**config.mk**
```make
export PLATFORM = sky130hd
export DESIGN_NAME = rtcsp_host
export DESIGN_NICKNAME = d
export VERILOG_FILES = /design/src/logic/rtcsp_pkg.sv /design/src/logic/rtcsp_host.sv
export SDC_FILE = /design/constraint.sdc
export NUM_CORES = 1
export LEC_CHECK = 0
export BUFFER_PORTS_ARGS = -buffer_cell sky130_fd_sc_hd__buf_4
export CAP_MARGIN = 20
export CORE_UTILIZATION = 25
export CTS_CLUSTER_DIAMETER = 120
export DETAILED_ROUTE_END_ITERATION = 8
export PLACE_DENSITY = 0.38
export SYNTH_ARGS = -nofsm -noshare
export SYNTH_HDL_FRONTEND = slang
export SYNTH_SLANG_ARGS = --single-unit
```
**constraint.sdc**
```tcl
create_clock -name clk -period 2.5 [get_ports clk]
set_input_delay 0.125 -clock clk [delete_from_list [all_inputs] [get_ports clk]]
set_output_delay 0.125 -clock clk [all_outputs]
set_load 0.01 [all_outputs]
```
**src/logic/rtcsp_pkg.sv**
```systemverilog
// Constants shared by the serial-port host controller
package rtcsp_pkg;
	// Transfer-format codes, low nibble of the control byte
	localparam logic [3:0] FMT_WRITE_ONE   = 4'h8;
	localparam logic [3:0] FMT_WRITE_BURST = 4'h0;
	localparam logic [3:0] FMT_READ_ONE    = 4'hc;
	localparam logic [3:0] FMT_READ_BURST  = 4'h4;
	localparam int BYTE_BITS  = 8;
	localparam int ADDR_MSB   = 7;  // Address nibble sits in bits 7..4
	localparam int FMT_READ_BIT = 2; // Set for either read format
	// Highest address of the clock registers that can carry
	localparam logic [3:0] TIME_ADDR_LAST = 4'h6;
	// Host timing, in nanoseconds, and the clock period
	localparam int CLK_PERIOD_NS = 5;
	localparam int SETUP_NS      = 31000; // CE high before time access
	localparam int GAP_NS        = 62000; // CE low between sessions
	localparam int SETUP_CYC     = (SETUP_NS + CLK_PERIOD_NS - 1) / CLK_PERIOD_NS;
	localparam int GAP_CYC       = (GAP_NS + CLK_PERIOD_NS - 1) / CLK_PERIOD_NS;
	// Longest CE high interval: just under one second
	localparam int MAX_HIGH_CYC  = 199_999_000;
	// Serial clock half period in system clocks
	localparam int HALF_CYC      = 5;
	typedef enum logic [2:0] {RTCSP_IDLE, RTCSP_GAP, RTCSP_SETUP, RTCSP_CTRL,
		RTCSP_DATA, RTCSP_NEXT} rtcsp_state_t;
endpackage

```
**src/logic/rtcsp_host.sv**
```systemverilog
// Host controller driving the four-wire serial port of the clock chip
// What this block does
// - Session runs from CE rise to fall.
// - Control byte: address nibble, format nibble.
// - Every byte moves MSB first.
// - Code 8h single write, 0h burst.
// - Code Ch single read, 4h burst.
// - CE high stays under one second.
// - CE drops when the high-time limit is hit.
// - Whole time access in one session.
// - Wait 31 us when the session's first byte targets time registers.
// - CE low at least 62 us between sessions.
// - Setup wait may be skipped when carry-free.
module rtcsp_host #(
	parameter int MAX_HIGH = rtcsp_pkg::MAX_HIGH_CYC,
	parameter int SETUP    = rtcsp_pkg::SETUP_CYC,
	parameter int GAP      = rtcsp_pkg::GAP_CYC
) (
	input  wire logic        clk,
	input  wire logic        arst_n,
	input  wire logic        cmdValid,
	output logic             cmdReady,
	input  wire logic [3:0]  cmdAddr,
	input  wire logic [3:0]  cmdFmt,
	input  wire logic [7:0]  cmdWdata,
	input  wire logic        cmdLast,
	input  wire logic        cmdSkipTiming,
	input  wire logic        clkIdleHigh,
	output logic [7:0]       rdData_q,
	output logic             rdValid_q,
	output logic             timeout_q,
	output logic             chipEn_q,
	output logic             serClk_q,
	output logic             serIn_q,
	input  wire logic        serOut
);
	import rtcsp_pkg::*;

	initial begin
		if (MAX_HIGH < 1 || SETUP < 1 || GAP < 1)
			$error("rtcsp_host: timing counts must be at least one");
	end

	rtcsp_state_t state_q;
	logic [31:0]  cnt_q;       // Setup and gap counter
	logic [31:0]  highCnt_q;
	logic [3:0]   half_q;      // Serial clock half-period divider
	logic [3:0]   bitCnt_q;
	logic [7:0]   shift_q;
	logic [7:0]   rxShift_q;
	logic [3:0]   addr_q;
	logic [3:0]   fmt_q;
	logic         idleHigh_q;
	logic         last_q;
	logic         skip_q;
	logic [1:0]   soSync_q;    // Two-stage synchroniser for the returned data
	logic         isRead;
	logic         halfDone;
	logic         leadEdge;

	assign isRead   = fmt_q[FMT_READ_BIT];
	assign halfDone = (half_q == 4'(HALF_CYC - 1));
	// Leading edge moves the clock away from its idle level, the device drives there
	assign leadEdge = halfDone && (serClk_q == idleHigh_q);
	// A session marked last is released in NEXT, so no byte may be taken there
	assign cmdReady = (state_q == RTCSP_IDLE)
		|| (state_q == RTCSP_NEXT && !last_q);

	function automatic logic burstFmt(input logic [3:0] f);
		return (f == FMT_WRITE_BURST) || (f == FMT_READ_BURST);
	endfunction

	// Bit of a byte at a given position of the MSB-first stream
	function automatic logic bitAt(input logic [7:0] b, input logic [3:0] n);
		return b[3'(ADDR_MSB) - n[2:0]];
	endfunction

	////////////////////////////////////////////////////////////////////////////
	// Cycles with CE low, saturating; only the gap check reads it
	logic [31:0] lowCnt_q;
	always_ff @(posedge clk or negedge arst_n) begin
		if (!arst_n) lowCnt_q <= 32'h0;
		else if (chipEn_q) lowCnt_q <= 32'h0;
		else if (lowCnt_q != 32'hffff_ffff) lowCnt_q <= lowCnt_q + 32'h1;
	end

	////////////////////////////////////////////////////////////////////////////
	// Returned data crosses from the pin domain
	always_ff @(posedge clk or negedge arst_n) begin
		if (!arst_n) soSync_q <= 2'h0;
		else soSync_q <= {soSync_q[0], serOut};
	end

	////////////////////////////////////////////////////////////////////////////
	// Session sequencer; the idle clock level picks the device's edge choice
	always_ff @(posedge clk or negedge arst_n) begin
		if (!arst_n) begin
			state_q    <= RTCSP_GAP;
			cnt_q      <= 32'h0;
			highCnt_q  <= 32'h0;
			half_q     <= 4'h0;
			bitCnt_q   <= 4'h0;
			shift_q    <= 8'h00;
			rxShift_q  <= 8'h00;
			addr_q     <= 4'h0;
			fmt_q      <= 4'h0;
			idleHigh_q <= 1'b0;
			last_q     <= 1'b0;
			skip_q     <= 1'b0;
			chipEn_q   <= 1'b0;
			serClk_q   <= 1'b0;
			serIn_q    <= 1'b0;
			rdData_q   <= 8'h00;
			rdValid_q  <= 1'b0;
			timeout_q  <= 1'b0;
		end else begin
			rdValid_q <= 1'b0;
			if (chipEn_q) highCnt_q <= highCnt_q + 32'h1;
			else highCnt_q <= 32'h0;
			// Carry hold lasts at most a second, so a stuck session is cut off
			if (chipEn_q && highCnt_q >= 32'(MAX_HIGH - 1)) begin
				timeout_q <= 1'b1;
				chipEn_q  <= 1'b0;
				serClk_q  <= idleHigh_q;
				cnt_q     <= 32'h0;
				state_q   <= RTCSP_GAP;
			end else begin
				unique case (state_q)
				RTCSP_GAP: begin
					// Minimum CE low time lets a deferred carry land
					if (cnt_q >= 32'(GAP - 1)) state_q <= RTCSP_IDLE;
					else cnt_q <= cnt_q + 32'h1;
				end
				RTCSP_IDLE: begin
					serClk_q <= clkIdleHigh;
					if (cmdValid) begin
						timeout_q  <= 1'b0;
						idleHigh_q <= clkIdleHigh;
						serClk_q   <= clkIdleHigh;
						chipEn_q   <= 1'b1;
						addr_q     <= cmdAddr;
						fmt_q      <= cmdFmt;
						last_q     <= cmdLast;
						skip_q     <= cmdSkipTiming;
						shift_q    <= cmdWdata;
						cnt_q      <= 32'h0;
						state_q    <= RTCSP_SETUP;
					end
				end
				RTCSP_SETUP: begin
					// Time registers wait for any running carry unless carry-free
					if (skip_q || addr_q > TIME_ADDR_LAST
						|| cnt_q >= 32'(SETUP - 1)) begin
						state_q  <= RTCSP_CTRL;
						bitCnt_q <= 4'h0;
						half_q   <= 4'h0;
						serIn_q  <= addr_q[3];
					end else cnt_q <= cnt_q + 32'h1;
				end
				RTCSP_CTRL, RTCSP_DATA: begin
					half_q <= halfDone ? 4'h0 : half_q + 4'h1;
					if (halfDone) begin
						serClk_q <= ~serClk_q;
						if (leadEdge) begin
							// Data moves on the edge the device does not sample,
							// so it is never racing the device's capture
							if (state_q == RTCSP_CTRL)
								serIn_q <= bitAt({addr_q, fmt_q}, bitCnt_q);
							else if (!isRead)
								serIn_q <= bitAt(shift_q, bitCnt_q);
							else serIn_q <= 1'b0;
						end else begin
							// Trailing edge: device samples, we shift and count
							bitCnt_q  <= bitCnt_q + 4'h1;
							rxShift_q <= {rxShift_q[6:0], soSync_q[1]};
							if (bitCnt_q == 4'(BYTE_BITS - 1)) begin
								bitCnt_q <= 4'h0;
								if (state_q == RTCSP_CTRL) begin
									state_q <= RTCSP_DATA;
								end else begin
									if (isRead) begin
										rdData_q  <= {rxShift_q[6:0], soSync_q[1]};
										rdValid_q <= 1'b1;
									end
									if (burstFmt(fmt_q)) addr_q <= addr_q + 4'h1;
									state_q <= RTCSP_NEXT;
								end
							end
						end
					end
				end
				RTCSP_NEXT: begin
					// Another byte, a fresh control byte, or CE release
					if (last_q) begin
						chipEn_q <= 1'b0;
						cnt_q    <= 32'h0;
						state_q  <= RTCSP_GAP;
					end else if (cmdValid) begin
						last_q  <= cmdLast;
						shift_q <= cmdWdata;
						half_q  <= 4'h0;
						if (burstFmt(fmt_q)) begin
							state_q <= RTCSP_DATA;
							serIn_q <= isRead ? 1'b0 : cmdWdata[ADDR_MSB];
						end else begin
							addr_q  <= cmdAddr;
							fmt_q   <= cmdFmt;
							serIn_q <= cmdAddr[3];
							state_q <= RTCSP_CTRL;
						end
					end
				end
				default: state_q <= RTCSP_GAP;
				endcase
			end
		end
	end

	////////////////////////////////////////////////////////////////////////////
	// Checks on the pin sequence, the burst address step and the command handshake
	chk_clk_idle_ce: assert property (@(posedge clk) disable iff (!arst_n)
		$rose(chipEn_q) |-> serClk_q == idleHigh_q)
		else $error("serial clock not at idle level at CE rise");
	chk_ce_gap_min: assert property (@(posedge clk) disable iff (!arst_n)
		$rose(chipEn_q) |-> lowCnt_q >= 32'(GAP))
		else $error("CE low interval too short");
	chk_burst_wrap: assert property (@(posedge clk) disable iff (!arst_n)
		(state_q == RTCSP_DATA && halfDone && !leadEdge && bitCnt_q == 4'h7
		&& burstFmt(fmt_q)) |=> addr_q == $past(addr_q) + 4'h1)
		else $error("burst address did not advance");
	chk_high_limit: assert property (@(posedge clk) disable iff (!arst_n)
		chipEn_q |-> highCnt_q < 32'(MAX_HIGH))
		else $error("CE held high too long");
	chk_si_at_sample: assert property (@(posedge clk) disable iff (!arst_n)
		(chipEn_q && $changed(serClk_q) && serClk_q == idleHigh_q) |-> $stable(serIn_q))
		else $error("serial input moved at the device sampling edge");
	chk_last_no_take: assert property (@(posedge clk) disable iff (!arst_n)
		(state_q == RTCSP_NEXT && last_q) |-> !cmdReady)
		else $error("byte offered while the session is being released");
endmodule

```
== Yosys cells after proc, flatten, opt, wreduce, memory -nomap -nowiden ==
Cells that the tools add are included.
Word-level totals
  register bits after elaboration: 116
  input bits: 23
  word-level logic and storage cells: 180
Cells by class
  add/subtract/negate cells: 6
  order comparisons: 5
  equality and inequality tests: 30
  muxes and demuxes: 81
  bitwise operators: 4
  reductions and logical operators: 35
Operators with widths (count)
  32-bit 2-to-1 mux: 6
  32-bit case mux with 4 select lines: 1
  4-bit 2-to-1 mux: 20
  32-bit by 1-bit adder with 32-bit output, second input constant: 2
  32-bit by 13-bit greater-or-equal comparator with 1-bit output, second input constant: 1
  32-bit by 14-bit greater-or-equal comparator with 1-bit output, second input constant: 1
  32-bit by 28-bit greater-or-equal comparator with 1-bit output, second input constant: 1
  1-bit 2-to-1 mux: 30
  3-bit 2-to-1 mux: 10
  4-bit case mux with 3 select lines: 2
  2-bit inequality test, second input constant: 11
  3-bit inequality test, second input constant: 7
  7-bit AND reduction: 3
  8-bit 2-to-1 mux: 2
  4-bit case mux with 2 select lines: 2
  8-bit case mux with 2 select lines: 1
  3-bit case mux with 5 select lines: 1
  5-bit AND reduction: 3
  4-bit by 1-bit adder with 4-bit output, second input constant: 3
  4-bit by 3-bit equality test with 1-bit output, second input constant: 3
  3-bit AND reduction: 4
  3-bit nonzero test: 4
  11-bit AND reduction: 1
  2-bit nonzero test: 4
  other kinds (23): 38

== Logic depth before layout (Yosys ltp) ==
Gate-level depths: netlist of the first run.
  word-level depth: 8
  gate-level depth with buffers: 9
  depth with buffers taken out: 8

== Worst setup path before layout of the first run ==
OpenSTA, ideal clock, no wires.
  kind: register to register
  start: reg highCnt_q[8]
  end: reg rdData_q[0]
  library setup time: 125 ps
  arrival: 2254 ps
  required time: 2375 ps
  setup slack: 120 ps
  cell stages (with the launch flop): 8
  path buffers: 1
  clock period less this slack: 2380 ps
  path through: dfrtp_1 > or4_1 > a221oi_2 > or4b_4 > nand3_2 > or4_1 > buf_6 > mux2_4
On the way
  word-level cells in the longest chain between the ends: 4
RTL lines
  start, declared: line rtcsp_host.sv:46  | logic [31:0] highCnt_q;
  start signal, assigned: line rtcsp_host.sv:118  | if (chipEn_q) highCnt_q <= highCnt_q + 32'h1;
  32-bit by 28-bit greater-or-equal comparator with 1-bit output: line rtcsp_host.sv:121  | if (chipEn_q && highCnt_q >= 32'(MAX_HIGH - 1)) begin
  1-bit logical AND: line rtcsp_host.sv:121
  1-bit inverter (no source line)
  7-bit AND reduction (no source line)
  end signal, assigned: line rtcsp_host.sv:182  | rdData_q <= {rxShift_q[6:0], soSync_q[1]};
  end, declared: line rtcsp_host.sv:29  | output logic [7:0] rdData_q,
No other way between the ends.
A chain may end at the register's enable or synchronous reset.

== Final worst setup path of the first run ==
  start: reg highCnt_q[7]
  end: reg rdData_q[7]
The elaborated chain is that of the path after synthesis.

==> flow_summary.yaml, run 1 <==
die:
  initial_utilization: 0.256
  coreArea_um2: 23600
  die_y_um: 157
  die_w_um: 157
  io_pins: 37
  rows: 56
  dieArea_um2: 24800
worst_setup_path:
  cp_max_fo: 8
  rr_worst_depth: 6
  crit_buf_inv: 0
  path_common_cell: "or4_4"
  path_delay_family: "simple AND/OR/NAND/NOR gates"
  reg2reg_from: "highCnt_q[7]"
  r2r_slack_ns: 0.02
  crit_type: "flip-flop to flip-flop"
  cp-startpoint: "highCnt_q[7]"
  crit_arrival_ns: 2.79
  crit_required_ns: 2.80
  critPathMaxStageDelay_ns: 0.61
  crit_path_end_kind: "flip-flop"
  reg2reg_to: "rdData_q[7]"
  cp_slowest_cell: "or4_4"
  path_cells: "or4_4, a221oi_2, or4b_4, nand3_2, or4_4, mux2_4"
  critPathLaunchType: "flip-flop"
placed_design:
  dp_hpwl_mm: 11.2
  place_ws_ns: -0.0984
  place_inst: 979
  io_buffer_count: 36
  gp_congestion: 0.805
  placed_area_um2: 7020
yosys:
  synth.avg_cell_area_um2: 10.2
  synth_fp_nets: 625
  synth_top_family_by_area: "simple AND/OR/NAND/NOR gates"
  synthCells: 595
  synth_cell_types: 69
  seq_area_frac_synth: 0.481
  synth-compound-area-share: 0.123
  synth_top_area_share: 0.476
  synth_xor_area_frac: 0.0406
  synth_area_um2: 6040
  synth_mux_area_frac: 0.0787
  synthSimpleGateAreaFrac: 0.235
  synthAdderAreaFrac: 0.0145
  synth-seq-cells: 116
  synth-edff-count: 0
  synth_largest_area_cell: "dfrtp_1"
  synth.area.top_cells: "dfrtp_1, and2_1, mux2_2, nand2_1, xnor2_1"
  async_flop_share: 1.00
  ys_warn_count: 0
  synth_ff_type: "dfrtp_1"
timing:
  max_freq_mhz: 403
  finClkSkew_ns: 0.0114
  slew-limit-headroom: 0.564
  rsz0062_at_grt: "true"
  finalSetupViolCount: 0
  finalSetupTns_ns: 0
  hold_violations: 0
  layout_min_cycle_time_ns: 2.48
  finalCritPeriodShare: 0.993
  setup_slack_ns: 0.0177
  tightest_slew_ns: 0.654
  slew_viol_final: 0
run:
  drv_cap: 0
final_layout:
  design_area_um2: 7880
  fin_cells: 1030
  syn2layout_area_growth_pct: 30.5
  insertedDiodeCount: 0
  fin_util: 0.334
  final_layout_size_suffix_gt1_frac: 0.259
  nets: 728
global_routing:
  grt_pass1_vias: 4800
  overflow: 0
  antenna_found_initial: 0
  grt_max_degree: 46
  grt_pass1_wl_mm: 25.5
  grtUsageTotal: 0.135
detailed_routing:
  ant_nets: 0
  post-route-drc-count: 0
  dr.pass1.iters: 4
  drtIter0Drc: 265
  routedWlPerCell_um: 15.3
  routed_wl_mm: 15.8
  via_per_inst: 4.71
  routed-via-count: 4847
hold_path:
  min_path_type: "primary input to flip-flop"
  whs_path_depth: 3
  hp-start: "cmdAddr[0]"
  worstHoldEndpoint: "addr_q[0]"
pwr:
  irDropWorstVdd_mv: 0.357
  p_per_area_nw_per_um2: 580
  power.leakage_nw: 3.64
cts:
  cts_tree: "yes"
  clk_path_buf_depth: 2
  numCtsBuffers: 17
  clk-insertion-delay-late_ns: 0.42
  cts-htree-levels: 4
  cts_sinks: 116
  cts-root-buf: "clkbuf_16"
  clk_pin_slew_ns: 0.06
run_status:
  run_status: "finished, final reports clean"
==> flip-flops by register name, indices dropped and copies added (netlist names), 2 cells and up <==
register	flops
state_q	3
addr_q	4
rxShift_q	7
bitCnt_q	4
cnt_q	32
fmt_q	4
highCnt_q	32
rdData_q	8
shift_q	8
half_q	4
soSync_q	2
==> stage by stage <==
step                      power [W]  hold WS, ns
after global placement      0.00200        0.188
after detailed placement    0.00201        0.204
final                       0.00457       0.0256
after CTS                   0.00466       0.0108
after floorplan             0.00192       -0.171
after global routing        0.00473       0.0275
==> worst max-delay path by stage <==
| stage | endpoint | depth (start not counted) |
|---|---|---|
| 2_1_floorplan | rdData_q[0] | 7 |
| 3_3_place_gp | rdData_q[0] | 7 |
| 3_5_place_dp | rdData_q[6] | 7 |
| 4_1_cts | rdData_q[7] | 7 |
| 5_1_grt | serIn_q | 7 |
| 6_report | rdData_q[7] | 6 |
==> placed cells by master, fill, tap and decap left out, types with 4 or more instances in the layout <==
cell type | synthesis | routed
dfrtp_1 | 115 | 115
buf_4 | 0 | 91
nand2_1 | 59 | 58
and2_1 | 46 | 46
a21oi_1 | 33 | 33
nor2_1 | 27 | 27
o21ai_0 | 26 | 26
nand3_1 | 23 | 23
xnor2_1 | 21 | 21
mux2_2 | 24 | 20
and3_1 | 17 | 17
clkbuf_16 | 0 | 17
dlygate4sd3_1 | 0 | 17
or3_1 | 15 | 15
inv_1 | 13 | 13
nand4_1 | 12 | 12
mux2_4 | 8 | 12
nor3_1 | 8 | 8
xor2_1 | 7 | 7
a31oi_1 | 7 | 7
ha_1 | 7 | 7
and4_1 | 6 | 6
nor2b_1 | 6 | 6
nor4_1 | 6 | 6
or3b_2 | 5 | 5
clkinv_4 | 0 | 5
a21boi_0 | 4 | 4
or4_1 | 6 | 4
or2_2 | 4 | 4
mux2i_1 | 4 | 4
==> synth_stat cells (5+ instances only) <==
| master | number |
|---|---|
| nor4_1 | 6 |
| mux2_4 | 8 |
| o21ai_0 | 26 |
| nand3_1 | 23 |
| dfrtp_1 | 115 |
| a31oi_1 | 7 |
| ha_1 | 7 |
| xor2_1 | 7 |
| and4_1 | 6 |
| nand2_1 | 59 |
| mux2_2 | 24 |
| nand4_1 | 12 |
| and3_1 | 17 |
| and2_1 | 46 |
| or3_1 | 15 |
| or4_1 | 6 |
| a21oi_1 | 33 |
| or3b_2 | 5 |
| clkbuf_1 | 18 |
| xnor2_1 | 21 |
| nor2_1 | 27 |
| nor3_1 | 8 |
| inv_1 | 13 |
| nor2b_1 | 6 |
| buf_2 | 5 |
==> report_power, final <==
group / switching (W) / leakage (nW) / internal [W]
combinational: 0.0000588 / 1.78 / 0.0000494
clock: 0.000986 / 0.302 / 0.00159
sequential: 0.000000741 / 1.55 / 0.00188
total: 0.00105 / 3.64 / 0.00352
==> final cells by class <==
class                           count  area (um^2)
Fill cell                        2406        15700
Timing Repair Buffer              110          885
Inverter                           14         52.6
Clock inverter                     15          195
Clock buffer                       17          425
Tap cell                          319          399
Sequential cell                   116         2900
Multi-Input combinational cell    439         3020
==> worst register-to-register path: stages, from the launching register on <==
cell and delay, ns:
dfrtp_1 0.37, or4_4 0.53, a221oi_2 0.22, or4b_4 0.22
nand3_2 0.09, or4_4 0.61, mux2_4 0.34
==> layer usage <==
layer | track usage | vias to the layer above | wire [um]
met3 | 0.0308 | 33 | 438
met1 | 0.188 | 2360 | 7960
met2 | 0.203 | 96 | 7100
met4 | 0.0504 | 0 | 308
met5 | 0 | - | 0
li1 | - | 2358 | -
==> cell families after synthesis <==
family,count (synthesis)
and+or+nand+nor,256
DFF,116
AOI/OAI and AO/OA,110
buffers and inverters,40
muxes,38
xor gates and xnor gates,28
adders and majority gates,7
==> timing repair <==
item                                    CTS  global route
pin swaps                                 5             5
gates resized for setup                   4            11
buffers inserted                          1             2
hold endpoints to repair                 57             0
endpoints found under the setup margin   12            37
hold buffers                             17             0
No activity file was read; power rests on OpenSTA's default activity.
==> inputs of run 2 (changes only) <==
--- a/config.mk
+++ b/config.mk
@@ -7,10 +7,10 @@
 export LEC_CHECK = 0
 export BUFFER_PORTS_ARGS = -buffer_cell sky130_fd_sc_hd__buf_4
 export CAP_MARGIN = 20
-export CORE_UTILIZATION = 25
+export CORE_UTILIZATION = 35
 export CTS_CLUSTER_DIAMETER = 120
 export DETAILED_ROUTE_END_ITERATION = 8
-export PLACE_DENSITY = 0.38
+export PLACE_DENSITY_LB_ADDON = 0.2
 export SYNTH_ARGS = -nofsm -noshare
 export SYNTH_HDL_FRONTEND = slang
 export SYNTH_SLANG_ARGS = --single-unit
==> flow_summary.yaml, run 2 (same netlist as run 1, synthesis figures left out) <==
detailed_routing:
  ant_nets: 0
  dr.pass1.iters: 4
  drtIter0Drc: 234
  post-route-drc-count: 0
  routedWlPerCell_um: 15.8
  routed-via-count: 4884
  routed_wl_mm: 14.6
  via_per_inst: 5.29
final_layout:
  final_common_cell: "dfrtp_1"
  design_area_um2: 7770
  final_cell_mix: "dfrtp_1, buf_4, nand2_1, and2_1, a21oi_1"
  fin_cells: 924
  reg_top3: "cnt_q x32, highCnt_q x32"
  insertedDiodeCount: 0
  nets: 721
  syn2layout_area_growth_pct: 28.6
  fin_util: 0.465
  final_layout_size_suffix_gt1_frac: 0.251
timing:
  finalSetupViolCount: 0
  layout_min_cycle_time_ns: 2.44
  finalSetupTns_ns: 0
  rsz0062_at_grt: "true"
  hold_violations: 0
  finalCritPeriodShare: 0.977
  max_freq_mhz: 409
  finClkSkew_ns: 0.00932
  slew-limit-headroom: 0.407
  setup_slack_ns: 0.0573
  slew_viol_final: 0
  tightest_slew_ns: 0.890
worst_setup_path:
  cp_slowest_cell: "a2111oi_1"
  crit_type: "flip-flop to flip-flop"
  crit_buf_inv: 1
  crit_path_end_kind: "flip-flop"
  critPathLaunchType: "flip-flop"
  crit_required_ns: 2.81
  path_delay_family: "compound AO/OA/AOI/OAI gates"
  path_cells: "inv_1, ha_1, o221ai_1, or2_1, o31ai_4, a2111oi_1, mux2_2"
  crit_arrival_ns: 2.75
  cp_max_fo: 5
  critPathMaxStageDelay_ns: 0.51
pwr:
  pwr-share-comb: 0.022
  p_per_area_nw_per_um2: 601
  switching_power_w: 0.000953
  irDropWorstVdd_mv: 0.484
  p_int_w: 0.00372
  p_sw_frac: 0.204
  pwr-share-clk: 0.575
  power.leakage_nw: 3.61
  seqPwrFrac: 0.403
placed_design:
  place_ws_ns: -0.0142
  io_buffer_count: 36
  place_inst: 866
  gp_congestion: 0.824
  dp_hpwl_mm: 10.1
  placed_area_um2: 6800
die:
  io_pins: 37
  rows: 47
  dieArea_um2: 17800
  initial_utilization: 0.362
  coreArea_um2: 16700
  die_w_um: 133
  die_y_um: 133
global_routing:
  grtUsageTotal: 0.176
  grt_pass1_vias: 4866
  overflow: 0
  grt_pass1_wl_mm: 24.6
  antenna_found_initial: 0
  grt_max_degree: 67
run:
  drv_cap: 0
cts:
  cts-htree-levels: 4
  numCtsBuffers: 17
  clk_path_buf_depth: 2
  clk-insertion-delay-late_ns: 0.43
  cts_sinks: 116
  clk_pin_slew_ns: 0.05
  cts-root-buf: "clkbuf_16"
  cts_tree: "yes"
hold_path:
  min_path_type: "primary input to flip-flop"
run_status:
  run_status: "finished, final reports clean"
## run 2: cell count changes in the layout (fill, tap and decap cells not counted), sizes merged
| cell | before | now |
|---|---|---|
| bufinv | 3 | 5 |
| dlygate4sd3 | 17 | 18 |
| clkbuf | 17 | 19 |
| clkinvlp | 1 | 2 |
| inv | 18 | 13 |
| buf | 93 | 85 |
## run 2: final cells by class
class	instances	area, um^2
fillers	1570	8930
multi-input cells	439	3050
flip-flops and latches	116	2900
repair buffers	103	838
clock buffers	19	443
well taps	220	275
clock inverters	13	206
inverters	14	52.6
## run 2: path summary, 6_finish.rpt
kind                          endpoint         from  depth (start not counted)  slack (ns)
setup / recovery               serIn_q    addr_q[0]                          7        0.06
hold / removal               addr_q[0]   cmdAddr[0]                          3       0.007
setup reg to reg               serIn_q    addr_q[0]                          7        0.06
hold reg to reg            soSync_q[1]  soSync_q[0]                          0        0.36
max in group asynchronous  soSync_q[1]       arst_n                          3        1.40
min in group asynchronous     cnt_q[3]       arst_n                          2        0.38
## run 2: worst register-to-register path, cell delays in order, from the launching register on
cell and delay, ns:
dfrtp_1 0.42, inv_1 0.11, ha_1 0.24, o221ai_1 0.27, or2_1 0.27, o31ai_4 0.12
a2111oi_1 0.51, mux2_2 0.39
## run 2: power groups by stage
stage | clock network, W | logic [W] | registers, W
2_1_floorplan | 0 | 0.00000790 | 0.00191
3_3_place_gp | 0 | 0.0000832 | 0.00191
3_5_place_dp | 0 | 0.0000842 | 0.00191
4_1_cts | 0.00273 | 0.000107 | 0.00188
5_1_grt | 0.00283 | 0.000117 | 0.00188
6_report | 0.00269 | 0.000104 | 0.00188
## run 2: layer usage
| metal | part of all wire | wire length (um) | vias up | GRT usage |
|---|---|---|---|---|
| met5 | 0 | 0 | - | 0 |
| met4 | 0.013 | 185 | 0 | 0.0568 |
| met3 | 0.030 | 431 | 18 | 0.0426 |
| met2 | 0.48 | 6980 | 76 | 0.278 |
| met1 | 0.48 | 6970 | 2459 | 0.238 |
| li1 | - | - | 2331 | - |
## run 2: timing repair
item                                   in CTS  in global routing
gates resized for setup                     6                 14
hold buffers                               18                  0
setup buffers                               2                  7
setup endpoints to repair                  13                 29
gates cloned                                0                  0
endpoints found under the hold margin      80                  0
pin swaps                                   2                  6
## run 2: metrics by stage
stage	power, W	hold WS, ns
finish	0.00467	0.00702
global route	0.00483	0.0123
CTS	0.00472	0.00141
detailed placement	0.00200	0.238
global placement	0.00200	0.236
floorplan	0.00192	-0.171
